File: src/rtl/tcpwm_pkg.sv
// constants and types for the 16-bit timer, counter and pwm unit
// assumes a single 100 MHz system clock and a synchronous active-high reset
package tcpwm_pkg;
  localparam int CNT_W = 16;
  localparam int DB_W = 8;
  localparam int SRC_N = 3;
  localparam logic [CNT_W-1:0] CNT_RST = 16'h0000;
  localparam logic [CNT_W-1:0] CNT_ONE = 16'h0001;
  localparam logic [CNT_W-1:0] CNT_ZERO = 16'h0000;
  localparam logic [DB_W-1:0] DB_ZERO = 8'h00;
  localparam logic [DB_W-1:0] DB_ONE = 8'h01;
  localparam logic [SRC_N-1:0] SRC_RST = 3'h0;

  // compare relations between counter and compare value
  typedef enum logic [2:0] {
    less_than = 3'h0,
    less_or_equal = 3'h1,
    same_value = 3'h2,
    greater_or_equal = 3'h3,
    greater_than = 3'h4
  } cmp_rel_t;

  // counting modes
  typedef enum logic [1:0] {
    MODE_FREE = 2'h0,
    MODE_ONESHOT = 2'h1,
    MODE_GATED = 2'h2
  } run_mode_t;

  // counting clock selection: system clock or one of three synchronised sources
  localparam logic [1:0] CLKSEL_SYS = 2'h0;

  // interrupt source select bit positions
  localparam int IRQ_TC_BIT = 0;
  localparam int IRQ_CMP_BIT = 1;
  localparam int IRQ_CAP_BIT = 2;

  typedef enum logic [1:0] {
    ST_IDLE = 2'b01,
    ST_RUN = 2'b10
  } run_state_t;
endpackage

File: src/rtl/pwm_if.sv
// carrier between the counter core and the deadband stage
// assumes both ends sit on the same system clock
`timescale 1ns/1ps
`default_nettype none
interface pwm_if;
  logic tick;
  logic raw;
  logic kill;
  logic [tcpwm_pkg::DB_W-1:0] dead_len;
  logic pos;
  logic neg;
  modport ctrl (output tick, output raw, output kill, output dead_len, input pos, input neg);
  modport dead (input tick, input raw, input kill, input dead_len, output pos, output neg);
endinterface
`default_nettype wire

File: src/rtl/timer_counter_pwm_16bit.sv
// 16-bit down-counting timer, counter and pwm unit with capture and deadband
// assumes configuration and control inputs come from logic on ref_clk_i;
// clk_src_i are foreign and are synchronised here
`timescale 1ns/1ps
`default_nettype none
// Notes on behaviour
// - sixteen-bit counter counts down once per selected clock tick while allowed
// - compare true uses less, less-equal, equal, greater-equal or greater relation
// - period reloads on start, on reset input, and at terminal count
// - interrupt raised on terminal count, compare true or capture, each selectable
// - one-shot mode runs one period then halts
// - gated mode advances only while enable input is high
// - free-run mode counts and reloads forever
// - kill input forces both pwm outputs inactive
// - capture input latches the full counter into a readable register
// - drives compare, complementary compare, terminal count and interrupt outputs
// - complementary pwm pair separated by deadband, never both active
// - counting clock chosen among system clock and three sources
module timer_counter_pwm_16bit (
  input wire logic ref_clk_i,
  input wire logic rst_i,
  input wire logic [1:0] clk_sel_i,
  input wire logic [tcpwm_pkg::SRC_N-1:0] clk_src_i,
  input wire logic start_i,
  input wire logic [1:0] mode_i,
  input wire logic [2:0] cmp_rel_i,
  input wire logic [tcpwm_pkg::CNT_W-1:0] period_i,
  input wire logic [tcpwm_pkg::CNT_W-1:0] compare_i,
  input wire logic [tcpwm_pkg::DB_W-1:0] dead_len_i,
  input wire logic [2:0] irq_sel_i,
  input wire logic enable_i,
  input wire logic timer_reset_i,
  input wire logic capture_i,
  input wire logic kill_i,
  output logic [tcpwm_pkg::CNT_W-1:0] count_o,
  output logic [tcpwm_pkg::CNT_W-1:0] capture_o,
  output logic running_o,
  output logic compare_o,
  output logic compare_n_o,
  output logic tc_o,
  output logic irq_o
);
  // ----------------------------------------
  // helpers
  // ----------------------------------------
  function automatic logic cmp_true(input logic [2:0] rel,
                                    input logic [tcpwm_pkg::CNT_W-1:0] cnt,
                                    input logic [tcpwm_pkg::CNT_W-1:0] cmp);
    logic r;
    r = 1'b0;
    case (rel)
      tcpwm_pkg::less_than: r = cnt < cmp;
      tcpwm_pkg::less_or_equal: r = cnt <= cmp;
      tcpwm_pkg::same_value: r = cnt == cmp;
      tcpwm_pkg::greater_or_equal: r = cnt >= cmp;
      tcpwm_pkg::greater_than: r = cnt > cmp;
      default: r = 1'b0;
    endcase
    return r;
  endfunction

  logic [tcpwm_pkg::SRC_N-1:0] src_s1_r;
  logic [tcpwm_pkg::SRC_N-1:0] src_s2_r;
  logic [tcpwm_pkg::SRC_N-1:0] src_s3_r;
  logic [tcpwm_pkg::SRC_N-1:0] src_rise;
  logic tick;
  logic advance;
  logic at_zero;
  logic start_d_r;
  logic start_rise;
  logic cap_d_r;
  logic cap_rise;
  logic cmp_now;
  logic cmp_d_r;
  tcpwm_pkg::run_state_t state_r;
  logic [tcpwm_pkg::CNT_W-1:0] count_r;
  logic [tcpwm_pkg::CNT_W-1:0] capture_r;
  logic tc_r;
  logic irq_r;
  pwm_if pw ();

  // ----------------------------------------
  // counting clock selection
  // ----------------------------------------
  // third stage only feeds edge detect, so the first stage stays clean
  always_ff @(posedge ref_clk_i) begin
    if (rst_i) begin
      src_s1_r <= tcpwm_pkg::SRC_RST;
      src_s2_r <= tcpwm_pkg::SRC_RST;
      src_s3_r <= tcpwm_pkg::SRC_RST;
    end else begin
      src_s1_r <= clk_src_i;
      src_s2_r <= src_s1_r;
      src_s3_r <= src_s2_r;
    end
  end

  assign src_rise = src_s2_r & ~src_s3_r;

  always_comb begin
    if (clk_sel_i == tcpwm_pkg::CLKSEL_SYS) begin
      tick = 1'b1;
    end else begin
      tick = src_rise[clk_sel_i - 2'h1];
    end
  end

  // ----------------------------------------
  // run control
  // ----------------------------------------
  assign start_rise = start_i && !start_d_r;
  assign at_zero = count_r == tcpwm_pkg::CNT_ZERO;
  assign advance = state_r == tcpwm_pkg::ST_RUN && tick &&
                   (mode_i != tcpwm_pkg::MODE_GATED || enable_i);

  always_ff @(posedge ref_clk_i) begin
    if (rst_i) begin
      start_d_r <= 1'b0;
    end else begin
      start_d_r <= start_i;
    end
  end

  always_ff @(posedge ref_clk_i) begin
    if (rst_i) begin
      state_r <= tcpwm_pkg::ST_IDLE;
    end else begin
      case (state_r)
        tcpwm_pkg::ST_IDLE: begin
          if (start_rise) begin
            state_r <= tcpwm_pkg::ST_RUN;
          end
        end
        tcpwm_pkg::ST_RUN: begin
          if (!start_i) begin
            state_r <= tcpwm_pkg::ST_IDLE;
          end else if (advance && at_zero && mode_i == tcpwm_pkg::MODE_ONESHOT) begin
            state_r <= tcpwm_pkg::ST_IDLE;
          end
        end
        default: state_r <= tcpwm_pkg::ST_IDLE;
      endcase
    end
  end

  // ----------------------------------------
  // counter
  // ----------------------------------------
  // period reload sources
  always_ff @(posedge ref_clk_i) begin
    if (rst_i) begin
      count_r <= tcpwm_pkg::CNT_RST;
    end else if (start_rise || timer_reset_i) begin
      count_r <= period_i;
    end else if (advance && at_zero) begin
      count_r <= period_i;
    end else if (advance) begin
      count_r <= count_r - tcpwm_pkg::CNT_ONE;
    end
  end

  always_ff @(posedge ref_clk_i) begin
    if (rst_i) begin
      tc_r <= 1'b0;
    end else begin
      tc_r <= advance && at_zero && !timer_reset_i && !start_rise;
    end
  end

  // ----------------------------------------
  // capture
  // ----------------------------------------
  assign cap_rise = capture_i && !cap_d_r;

  always_ff @(posedge ref_clk_i) begin
    if (rst_i) begin
      cap_d_r <= 1'b0;
    end else begin
      cap_d_r <= capture_i;
    end
  end

  always_ff @(posedge ref_clk_i) begin
    if (rst_i) begin
      capture_r <= tcpwm_pkg::CNT_RST;
    end else if (cap_rise) begin
      capture_r <= count_r;
    end
  end

  // ----------------------------------------
  // compare and interrupt
  // ----------------------------------------
  // selectable relation
  assign cmp_now = cmp_true(cmp_rel_i, count_r, compare_i);

  always_ff @(posedge ref_clk_i) begin
    if (rst_i) begin
      cmp_d_r <= 1'b0;
    end else begin
      cmp_d_r <= cmp_now;
    end
  end

  // selectable sources
  // event pulses, not sticky: the interrupt controller outside latches them
  always_ff @(posedge ref_clk_i) begin
    if (rst_i) begin
      irq_r <= 1'b0;
    end else begin
      irq_r <= (irq_sel_i[tcpwm_pkg::IRQ_TC_BIT] && advance && at_zero) ||
               (irq_sel_i[tcpwm_pkg::IRQ_CMP_BIT] && cmp_now && !cmp_d_r) ||
               (irq_sel_i[tcpwm_pkg::IRQ_CAP_BIT] && cap_rise);
    end
  end

  // ----------------------------------------
  // deadband stage
  // ----------------------------------------
  assign pw.tick = tick;
  assign pw.raw = cmp_now;
  assign pw.kill = kill_i;
  assign pw.dead_len = dead_len_i;

  deadband_gen u_dead (
    .ref_clk_i(ref_clk_i),
    .rst_i(rst_i),
    .pw(pw)
  );

  assign count_o = count_r;
  assign capture_o = capture_r;
  assign running_o = state_r == tcpwm_pkg::ST_RUN;
  assign compare_o = pw.pos;
  assign compare_n_o = pw.neg;
  assign tc_o = tc_r;
  assign irq_o = irq_r;
endmodule // timer_counter_pwm_16bit
`default_nettype wire

File: src/rtl/deadband_gen.sv
// complementary pwm pair with deadband and kill
// assumes tick is a one-cycle counting-clock enable on the system clock
`timescale 1ns/1ps
`default_nettype none
module deadband_gen (
  input wire logic ref_clk_i,
  input wire logic rst_i,
  pwm_if.dead pw
);
  logic raw_d_r;
  logic [tcpwm_pkg::DB_W-1:0] gap_r;
  logic pos_r;
  logic neg_r;

  assign pw.pos = pos_r;
  assign pw.neg = neg_r;

  // ----------------------------------------
  // edge tracking and gap counter
  // ----------------------------------------
  always_ff @(posedge ref_clk_i) begin
    if (rst_i) begin
      raw_d_r <= 1'b0;
    end else begin
      raw_d_r <= pw.raw;
    end
  end

  always_ff @(posedge ref_clk_i) begin
    if (rst_i) begin
      gap_r <= tcpwm_pkg::DB_ZERO;
    end else if (pw.raw != raw_d_r) begin
      gap_r <= pw.dead_len;
    end else if (pw.tick && gap_r != tcpwm_pkg::DB_ZERO) begin
      gap_r <= gap_r - tcpwm_pkg::DB_ONE;
    end
  end

  // ----------------------------------------
  // output pair
  // ----------------------------------------
  // both low during gap
  always_ff @(posedge ref_clk_i) begin
    if (rst_i) begin
      pos_r <= 1'b0;
      neg_r <= 1'b0;
    end else if (pw.kill) begin
      pos_r <= 1'b0;
      neg_r <= 1'b0;
    end else if (pw.raw != raw_d_r && pw.dead_len != tcpwm_pkg::DB_ZERO) begin
      pos_r <= 1'b0;
      neg_r <= 1'b0;
    end else if (pw.raw != raw_d_r) begin
      pos_r <= pw.raw;
      neg_r <= !pw.raw;
    end else if (gap_r != tcpwm_pkg::DB_ZERO) begin
      pos_r <= 1'b0;
      neg_r <= 1'b0;
    end else begin
      pos_r <= pw.raw;
      neg_r <= !pw.raw;
    end
  end
endmodule // deadband_gen
`default_nettype wire

File: config.mk
export PLATFORM = sky130hd
export DESIGN_NAME = timer_counter_pwm_16bit
export DESIGN_NICKNAME = d
export VERILOG_FILES = /design/src/rtl/tcpwm_pkg.sv /design/src/rtl/pwm_if.sv /design/src/rtl/timer_counter_pwm_16bit.sv /design/src/rtl/deadband_gen.sv
export SDC_FILE = /design/constraint.sdc
export NUM_CORES = 1
export LEC_CHECK = 0
export ABC_AREA = 1
export BUFFER_PORTS_ARGS = -buffer_cell sky130_fd_sc_hd__buf_2
export CAP_MARGIN = 20
export CORE_UTILIZATION = 35
export DETAILED_ROUTE_END_ITERATION = 16
export GPL_TIMING_DRIVEN = 0
export HOLD_SLACK_MARGIN = 0.08
export PLACE_DENSITY = 0.65
export SLEW_MARGIN = 40
export SYNTH_ARGS = -nofsm -noshare
export SYNTH_HDL_FRONTEND = slang
export SYNTH_SLANG_ARGS = --single-unit
File: constraint.sdc
create_clock -name ref_clk_i -period 2.3 [get_ports ref_clk_i]
set_input_delay 0 -clock ref_clk_i [delete_from_list [all_inputs] [get_ports ref_clk_i]]
set_output_delay 0 -clock ref_clk_i [all_outputs]
set_load 0.02 [all_outputs]
=== Yosys cells after proc, flatten, opt, wreduce, memory -nomap -nowiden ===
Index checks and enable logic that the tools add are counted.

* Register bits after elaboration: 58
* Bits in writable memories: 0
* Word-level logic and storage cells: 87
* Memories: 0
* Bits of input ports: 60
* Bits in latches: 0
* Bits in read-only memories: 0

* Div/mod/pow operators: 0
* $lt $le $gt $ge: 5
* Reduce and logical (&&, ||, !) cells: 34
* $add $sub $neg: 3
* Multipliers: 0
* Shifts and indexed selects: 0
* Bitwise gates (word level): 2
* Equal/unequal tests: 12
* Mux-type cells: 17

{| class="wikitable"
|+ Operators by type and width
! operator !! count
|-
| 16-bit 2-to-1 mux || 3
|-
| 16-bit == test || 1
|-
| 16-bit greater-or-equal comparator || 1
|-
| 16-bit > comparator || 1
|-
| 16-bit less-or-equal comparator || 1
|-
| 16-bit logical NOT || 1
|-
| 16-bit less-than comparator || 1
|-
| 8-bit 2-to-1 mux || 2
|-
| 8-bit nonzero test || 2
|-
| 16-bit by 1-bit subtractor with 16-bit output, second input constant || 1
|-
| 1-bit logical AND || 15
|-
| 8-bit by 1-bit subtractor with 8-bit output, second input constant || 1
|-
| 3-bit by 2-bit == test with 1-bit output, second input constant || 2
|-
| 1-bit logical NOT || 6
|-
| 1-bit 2-to-1 mux || 6
|-
| 2-bit 2-to-1 mux || 3
|-
| 1-bit one-hot mux with 5 select lines || 1
|-
| 2-bit by 1-bit == test with 1-bit output, second input constant || 2
|-
| 1-bit logical OR || 4
|-
| 2-bit != test, second input constant || 2
|-
| 2-bit one-hot mux with 2 select lines || 1
|-
| 3-bit AND || 1
|-
| 3-bit by 1-bit == test with 1-bit output, second input constant || 1
|-
| 3-bit == test, second input constant || 1
|-
| other kinds (13) || 13
|}

=== Depth between registers and ports, before layout ===
Gate-level depths: netlist of run 1.

* Depth in word-level cells: 12
* Gate-level depth with buffers: 17

=== Cells and area by module ===
From an unflattened synthesis of run 1, not the netlist that was laid out.

* Cells, all modules: 515
* Area, all modules: 3,574.7 µm²

{| class="wikitable"
|+ Modules (own cells, without submodules)
! module !! seq. area each (µm²) !! instances !! cells each !! area each (µm²)
|-
| timer_counter_pwm_16bit || 960.9 || 1 || 403 || 2,845.2
|-
| deadband_gen || 220.2 || 1 || 112 || 729.4
|}

=== Worst setup path before layout of run 1 ===
Ideal clock, no wire load.

* Path kind: register -> register
* Start: register count_r, in the netlist count_o[0]
* End: register u_dead.gap_r[7] (netlist name)
* Stages on the path, launching flop included: 14
* Arrival: 1,999 ps
* Buffers on the path: 1
* Clock period less this slack: 2,131 ps
* Path slack: 169 ps
* Library setup time: 132 ps
* Path through: dfxtp_1 inv_1 ha_1 nand2_1 nand3b_1 o21ai_1 a21oi_2 nor2_4 nand2_4 nand2_8 buf_12 nand3_2 nand2_2 a21oi_2

* Longest elaborated chain between the ends: 4

{| class="wikitable"
|+ RTL lines
! what !! RTL line !! RTL
|-
| start: declaration || timer_counter_pwm_16bit.sv:76 || <nowiki>logic [tcpwm_pkg::CNT_W-1:0] count_r;</nowiki>
|-
| start signal: assignment || timer_counter_pwm_16bit.sv:152 || <nowiki>count_r <= tcpwm_pkg::CNT_RST;</nowiki>
|-
| start signal: assignment || timer_counter_pwm_16bit.sv:154 || <nowiki>count_r <= period_i;</nowiki>
|-
| start signal: assignment || timer_counter_pwm_16bit.sv:156 || <nowiki>count_r <= period_i;</nowiki>
|-
| 16-bit > comparator (tied with other cells) || timer_counter_pwm_16bit.sv:56 || <nowiki>tcpwm_pkg::greater_than: r = cnt > cmp;</nowiki>
|-
| 1-bit one-hot mux with 5 select lines * || timer_counter_pwm_16bit.sv:51 || <nowiki>case (rel)</nowiki>
|-
| 1-bit != test * || deadband_gen.sv:32 || <nowiki>end else if (pw.raw != raw_d_r) begin</nowiki>
|-
| 8-bit 2-to-1 mux or 2-bit nonzero test (tied branches) || n/a ||
|-
| end signal: assignment || deadband_gen.sv:31 || <nowiki>gap_r <= tcpwm_pkg::DB_ZERO;</nowiki>
|-
| end signal: assignment || deadband_gen.sv:33 || <nowiki>gap_r <= pw.dead_len;</nowiki>
|-
| end signal: assignment || deadband_gen.sv:35 || <nowiki>gap_r <= gap_r - tcpwm_pkg::DB_ONE;</nowiki>
|-
| end: declaration || deadband_gen.sv:11 || <nowiki>logic [tcpwm_pkg::DB_W-1:0] gap_r;</nowiki>
|}

Mark *: on every way between the ends. The rest lies on a longest branch, timed or not.
A chain may end at the register's enable or synchronous reset.

=== Final worst setup path of run 1 ===
* Start: register count_r, in the netlist count_o[10]
* End: register u_dead.gap_r[0] (netlist name)

The elaborated chain is that of the path after synthesis.

==> results.tsv, run 1 <==
stage	metric	value	unit
clock_network	clock_sinks	58	
detailed_routing	drcViolationCount	0	
power_and_ir_drop	ir_drop	0.000333	V
sta	min_period_over_period	0.940	
floorplanning	chipWidth	103	um
logic_synthesis	synth_top_area_frac	0.328	
logic_synthesis	syn-num-nets	571	
detailed_routing	wl	9830	um
logic_synthesis	synth_area_leaders	dfxtp_1 (33%), inv_1 (8.6%), nand2_1 (7.4%)	
clock_network	numCtsBuffers	9	
floorplanning	num_rows	36	
sta	skew	0.0104	ns
finish	area_delta_synth_final	34.9	%
logic_synthesis	synth.most_common_cell	inv_1	
setup_path	end_kind	flip-flop	
sta	slew_headroom	0.597	
placement	dp.final_hpwl	7440	um
logic_synthesis	yosysWarnings	0	
outcome	status	finished clean	
sta	finalSetupViolations	0	
setup_path	worst-setup-path-type	reg -> reg	
clock_network	cts_buffer_depth	2	
logic_synthesis	ys_top_cells_by_count	inv_1 (81), nand2_1 (70), dfxtp_1 (58), nor2_1 (51), o21ai_0 (41)	
power_and_ir_drop	total_leakage_power	2.43	nW
logic_synthesis	yosys_register_bits	58	
setup_path	slowest_delay	0.48	ns
clock_network	path_clk_slew	0.07	ns
global_route	grt_max_degree	11	
logic_synthesis	yosysSeqAreaShare	0.328	
logic_synthesis	syn_area_per_cell	7.20	um2
detailed_routing	wl_per_cell	12.8	um
finish	post-route-util	0.488	
setup_path	required	2.53	ns
logic_synthesis	netlist_area	3540	um2
sta	worst_pin_slew	0.604	ns
sta	fin_crit	2.16	ns
setup_path	crit_top_cell	nand2_1	
logic_synthesis	synth_top_cell_by_area	dfxtp_1	
setup_path	crit_chain	ha_1 -> nand2_1 -> inv_1 -> nand2_1 -> nand2_1 -> a21oi_4 -> nand2_1 -> nand2_2 -> nand3_4 -> nand2_4 -> nand2_8 -> buf_12 -> a21oi_1 -> nor2_1	
worst_hold_path	min_path_type	in -> reg	
clock_network	root_buffer	clkbuf_8	
global_route	track_usage	0.200	
global_route	antenna_found_initial	0	
logic_synthesis	netlist_instances	491	
setup_path	cp_slowest_cell	dfxtp_1	
placement	placed_area	4180	um2
logic_synthesis	ys_types	37	
power_and_ir_drop	power	3.18	mW
logic_synthesis	yosys_most_used_dff	dfxtp_1	
global_route	grt_first_pass_wirelength	16200	um
flow_run	drv_cap	0	
floorplanning	io_pins	97	
sta	fmaxAchievable	0.463	GHz
finish	stdcell_area	4770	um2
sta	hold_violations	0	
clock_network	cts_tree	built	
global_route	overflow	0	
setup_path	rrSetupSlack	0.14	ns
sta	rsz0062_at_grt	no	
floorplanning	die_area	10500	um2
placement	io_buffers	95	
detailed_routing	drtPass1Iterations	4	
setup_path	arrival	2.40	ns
floorplanning	core	9770	um2
sta	drv_slew	0	
detailed_routing	postRouteAntennaNets	0	
clock_network	clock_latency	0.34	ns
power_and_ir_drop	power_density	667	nW/um2
logic_synthesis	postSynth.asyncResetShare	0	
floorplanning	initial_core_util	0.362	
floorplanning	die_h	103	um
detailed_routing	drt_iter0_drc	134	
logic_synthesis	synth_edf_count	0	
finish	fill_cells	949	
finish	final_nets	712	
setup_path	start_kind	flip-flop	
setup_path	crit_fanout	10	
detailed_routing	dr_total_vias	3591	
sta	hold_ws	0.151	ns
finish	n_antenna_cell	0	
clock_network	htree_levels	3	
detailed_routing	via_per_inst	4.66	
placement	place_congestion	0.899	
global_route	grt_pass1_vias	3502	
finish	drive_gt1_frac	0.270	
-- through the flow --
stage               setup TNS [ns]  setup slack (ns)  cells
CTS                              0           0.00518    770
detailed placement        -0.00776          -0.00776    719
global placement                 0            0.0476    719
finish                           0             0.139    770
global route                     0           0.00676    770
floorplan                        0             0.169    491
-- metal layers --
| layer | global-route usage | part of all wire |
|---|---|---|
| met5 | 0 | 0 |
| met4 | 0.0978 | 0.038 |
| met3 | 0.0454 | 0.053 |
| met2 | 0.319 | 0.45 |
| met1 | 0.255 | 0.46 |
-- path summary, 6_finish.rpt --
path | depth (start not counted) | startpoint | endpoint
max | 14 | count_o[10]$_SDFFE_PP0P_ | u_dead.gap_r[0]$_SDFFE_PP0P_
min | 6 | mode_i[1] | state_r[0]$_SDFFE_PP1P_
max reg2reg | 14 | count_o[10]$_SDFFE_PP0P_ | u_dead.gap_r[0]$_SDFFE_PP0P_
min reg2reg | 2 | src_s1_r[0]$_SDFF_PP0_ | src_s2_r[0]$_SDFF_PP0_
-- cell usage in the layout (no fill, tap or decap), types with 4 or more instances in the layout --
master,count
dfxtp_2,6
nand3_1,18
clkbuf_1,10
a21oi_2,4
nor2_4,4
dlygate4sd3_1,35
o21ai_1,8
nor3_1,8
inv_2,4
xnor2_1,6
dfxtp_1,50
xor2_1,11
o21ai_0,40
buf_2,96
a21oi_1,39
nand2_2,7
ha_1,20
nand4_1,8
clkbuf_8,10
or2_2,9
inv_1,80
nand2_1,70
nand3_2,6
nor2_1,51
-- cell families after synthesis --
family	Yosys count	synth area share
AO/OA/AOI/OAI	98	0.148
XOR/XNOR	17	0.0421
adder cells (fa/ha/maj)	20	0.0707
buffers and inverters	99	0.116
flip-flops	58	0.328
AND/OR/NAND/NOR	199	0.295
-- repair_timing --
action / 4_1_cts / 5_1_grt
hold buffers: 35 / 0
resized for setup: 0 / 13
setup buffers: 0 / 0
endpoints found under the hold margin: 35 / 0
endpoints found under the setup margin: 0 / 18
-- flip-flops by register name, summed over array words and instances (netlist names) --
| register | count |
|---|---|
| u_dead.pw.pos | 1 |
| u_dead.pw.neg | 1 |
| src_s3_r | 3 |
| u_dead.gap_r | 8 |
| src_s2_r | 3 |
| u_dead.raw_d_r | 1 |
| irq_o | 1 |
| start_d_r | 1 |
| tc_o | 1 |
| cap_d_r | 1 |
| state_r | 2 |
| count_o | 16 |
| src_s1_r | 3 |
| capture_o | 16 |
-- report_power, final --
part	total (mW)	internal, mW	switching (mW)	leakage [nW]
clock network	1.04	0.636	0.402	0.109
registers	1.21	1.10	0.112	0.483
logic	0.933	0.399	0.534	1.84
-- cell type report --
type	count	area [um2]	share of cell area
plain buffers	15	96.3	0.0202
clock buffers	11	141	0.0296
clock inverters	5	77.6	0.0163
inverters	84	315	0.0661
multi-input cells	334	1970	0.413
flip-flops and latches	58	1180	0.247
well taps	133	166	0.0349
repair buffers	130	826	0.173
-- worst max-delay path: cells and delay by family (launching register included) --
family,cells,cell delay (ns)
compound gates,2,0.36
fa+ha+maj,1,0.29
buf+inv,2,0.19
flops,1,0.48
simple gates,9,0.73
Power figures use the tool's default switching activity.
==> inputs of run 2 (changes only) <==
Settings changed: CAP_MARGIN 20 to 10, CORE_ASPECT_RATIO set to 0.75.
==> results.tsv, run 2 (synthesis gave the netlist of run 1 again) <==
stage	metric	value	unit	change
outcome	status	finished clean		
finish	drive_gt1_frac	0.277		+0.00741
placement	dp_worst_setup_slack	-0.00843	ns	-0.000671 ns
sta	rsz0062_at_grt	yes		
detailed_routing	drcViolationCount	0		unchanged
global_route	overflow	0		unchanged
finish	post-route-util	0.505		+0.0169
finish	final_nets	713		+0.14%
power_and_ir_drop	pwr-share-comb	0.256		-0.037
worst_hold_path	min_path_type	in -> reg		
power_and_ir_drop	total_leakage_power	2.49	nW	+2.5%
power_and_ir_drop	ir_drop	0.000501	V	+51%
sta	fmaxAchievable	0.460	GHz	-0.61%
power_and_ir_drop	clkPwrFrac	0.417		+0.091
clock_network	clock_sinks	58		unchanged
clock_network	htree_levels	3		unchanged
floorplanning	die_area	10500	um2	about the same
detailed_routing	wl	10500	um	+7.0%
finish	fill_cells	928		-2.2%
sta	drv_slew	0		unchanged
floorplanning	io_pins	97		unchanged
power_and_ir_drop	seqPwrFrac	0.328		-0.053
global_route	grt_max_degree	12		+1
power_and_ir_drop	power_switching	1.16	mW	+10%
sta	hold_violations	0		unchanged
power_and_ir_drop	switching_share	0.310		-0.0187
setup_path	crit_fanout	10		unchanged
floorplanning	chipWidth	118	um	+15%
setup_path	crit_chain	ha_1 -> nand2_1 -> nor2_4 -> nand3b_1 -> nor2_2 -> nand4_1 -> nand2_2 -> nor2_4 -> nand3_4 -> buf_8 -> nand3_2 -> nand2_2 -> a21oi_2		
setup_path	end_kind	flip-flop		
placement	place_congestion	0.853		-5.1%
global_route	antenna_found_initial	0		unchanged
finish	multi_input_area	1980	um2	+0.19%
finish	final_common_cell	buf_2		
global_route	grt_first_pass_wirelength	16900	um	+4.7%
sta	finalSetupViolations	0		unchanged
finish	ff_latch_area	1180	um2	+0.53%
setup_path	start_kind	flip-flop		
flow_run	drv_cap	0		unchanged
setup_path	cp_slowest_cell	dfxtp_2		
detailed_routing	wl_per_cell	13.7	um	+7.0%
floorplanning	num_rows	31		-14%
finish	n_antenna_cell	0		unchanged
clock_network	cts_tree	built		
sta	slew_headroom	0.591		-0.00645
setup_path	required	2.48	ns	-0.05 ns
finish	final_cell_mix	buf_2 (96), inv_1 (80), nand2_1 (70), nor2_1 (51), dfxtp_1 (47)		
placement	dp.final_hpwl	7790	um	+4.6%
power_and_ir_drop	internal_power	2.57	mW	+20%
placement	io_buffers	95		unchanged
global_route	grt_pass1_vias	3367		-3.9%
sta	min_period_over_period	0.945		+0.00578
clock_network	numCtsBuffers	9		unchanged
power_and_ir_drop	power	3.72	mW	+17%
finish	area_delta_synth_final	39.0	%	
setup_path	worst-setup-path-type	reg -> reg		
detailed_routing	drt_iter0_drc	197		+47%
floorplanning	die_h	89.1	um	-13%
detailed_routing	dr_total_vias	3681		+2.5%
power_and_ir_drop	power_density	757	nW/um2	+13%
detailed_routing	postRouteAntennaNets	0		unchanged
floorplanning	initial_core_util	0.363		+0.00144
clock_network	cts_buffer_depth	2		unchanged
clock_network	path_clk_slew	0.05	ns	-0.02 ns
setup_path	slowest_delay	0.36	ns	-0.12 ns
detailed_routing	via_per_inst	4.78		+2.5%
setup_path	arrival	2.36	ns	-0.04 ns
clock_network	clock_latency	0.32	ns	-0.02 ns
clock_network	root_buffer	clkbuf_16		
global_route	track_usage	0.206		+0.00579
sta	worst_pin_slew	0.614	ns	+0.00967 ns
sta	fin_crit	2.17	ns	+0.0133 ns
sta	layout_setup_ws	0.125	ns	-0.0133 ns
detailed_routing	drtPass1Iterations	6		+2
sta	skew	0.00694	ns	-0.00349 ns
floorplanning	core	9740	um2	-0.40%
run 2: power by group through the flow:
stage / registers, mW / clock network, mW / logic, mW
after detailed placement: 1.23 / 0 / 0.884
after global placement: 1.23 / 0 / 0.862
after floorplan: 1.26 / 0 / 0.596
after global routing: 1.23 / 1.62 / 1.07
final: 1.22 / 1.55 / 0.952
after CTS: 1.21 / 1.57 / 0.935
run 2: worst paths after layout:
path / slack, ns / endpoint / startpoint / cells past startpoint
hold reg to reg: 0.40 / src_s2_r[1]$_SDFF_PP0_ / src_s1_r[1]$_SDFF_PP0_ / 2
hold / removal: 0.18 / state_r[0]$_SDFFE_PP1P_ / mode_i[1] / 6
setup reg to reg: 0.13 / u_dead.gap_r[7]$_SDFFE_PP0P_ / count_o[13]$_SDFFE_PP0P_ / 13
setup / recovery: 0.13 / u_dead.gap_r[7]$_SDFFE_PP0P_ / count_o[13]$_SDFFE_PP0P_ / 13
run 2: timing repair:
| action | in CTS | in global routing |
|---|---|---|
| resized for setup | 1 | 17 |
| buffers inserted | 0 | 1 |
| hold buffers | 35 | 0 |
| pin swaps | 0 | 5 |
| setup endpoints to repair | 2 | 11 |
| hold endpoints to repair | 33 | 0 |
run 2: per-layer routing:
layer | track usage | vias up | wire [um]
met2 | 0.338 | 129 | 4690
li1 | - | 1866 | -
met3 | 0.0395 | 16 | 677
met1 | 0.278 | 1670 | 5000
met5 | 0 | - | 0
met4 | 0.0618 | 0 | 150
run 2: final cells by class:
| class | count | share of cell area |
|---|---|---|
| Buffer | 15 | 0.0204 |
| Clock buffer | 10 | 0.0466 |
| Clock inverter | 6 | 0.0234 |
| Inverter | 84 | 0.0641 |
| Multi-Input combinational cell | 334 | 0.402 |
| Sequential cell | 58 | 0.241 |
| Tap cell | 132 | 0.0336 |
| Timing Repair Buffer | 131 | 0.170 |
run 2: per-stage QoR:
stage	area, um2	cells	hold slack (ns)	setup TNS, ns
finish	4920	770	0.182	0
global route	4920	770	0.225	-0.00340
CTS	4870	769	0.166	0
detailed placement	4180	718	0.207	-0.00843
global placement	4180	718	0.200	0
floorplan	3540	491	0.107	0
run 2: worst max-delay path, delay by kind of cell, from the launching register on:
kind                     cells  cell delay, ns
flip-flops                   1            0.36
AND/OR/NAND/NOR             10            1.16
buffers and inverters        1            0.16
AO/OA/AOI/OAI                1            0.05
adder cells (fa/ha/maj)      1            0.30
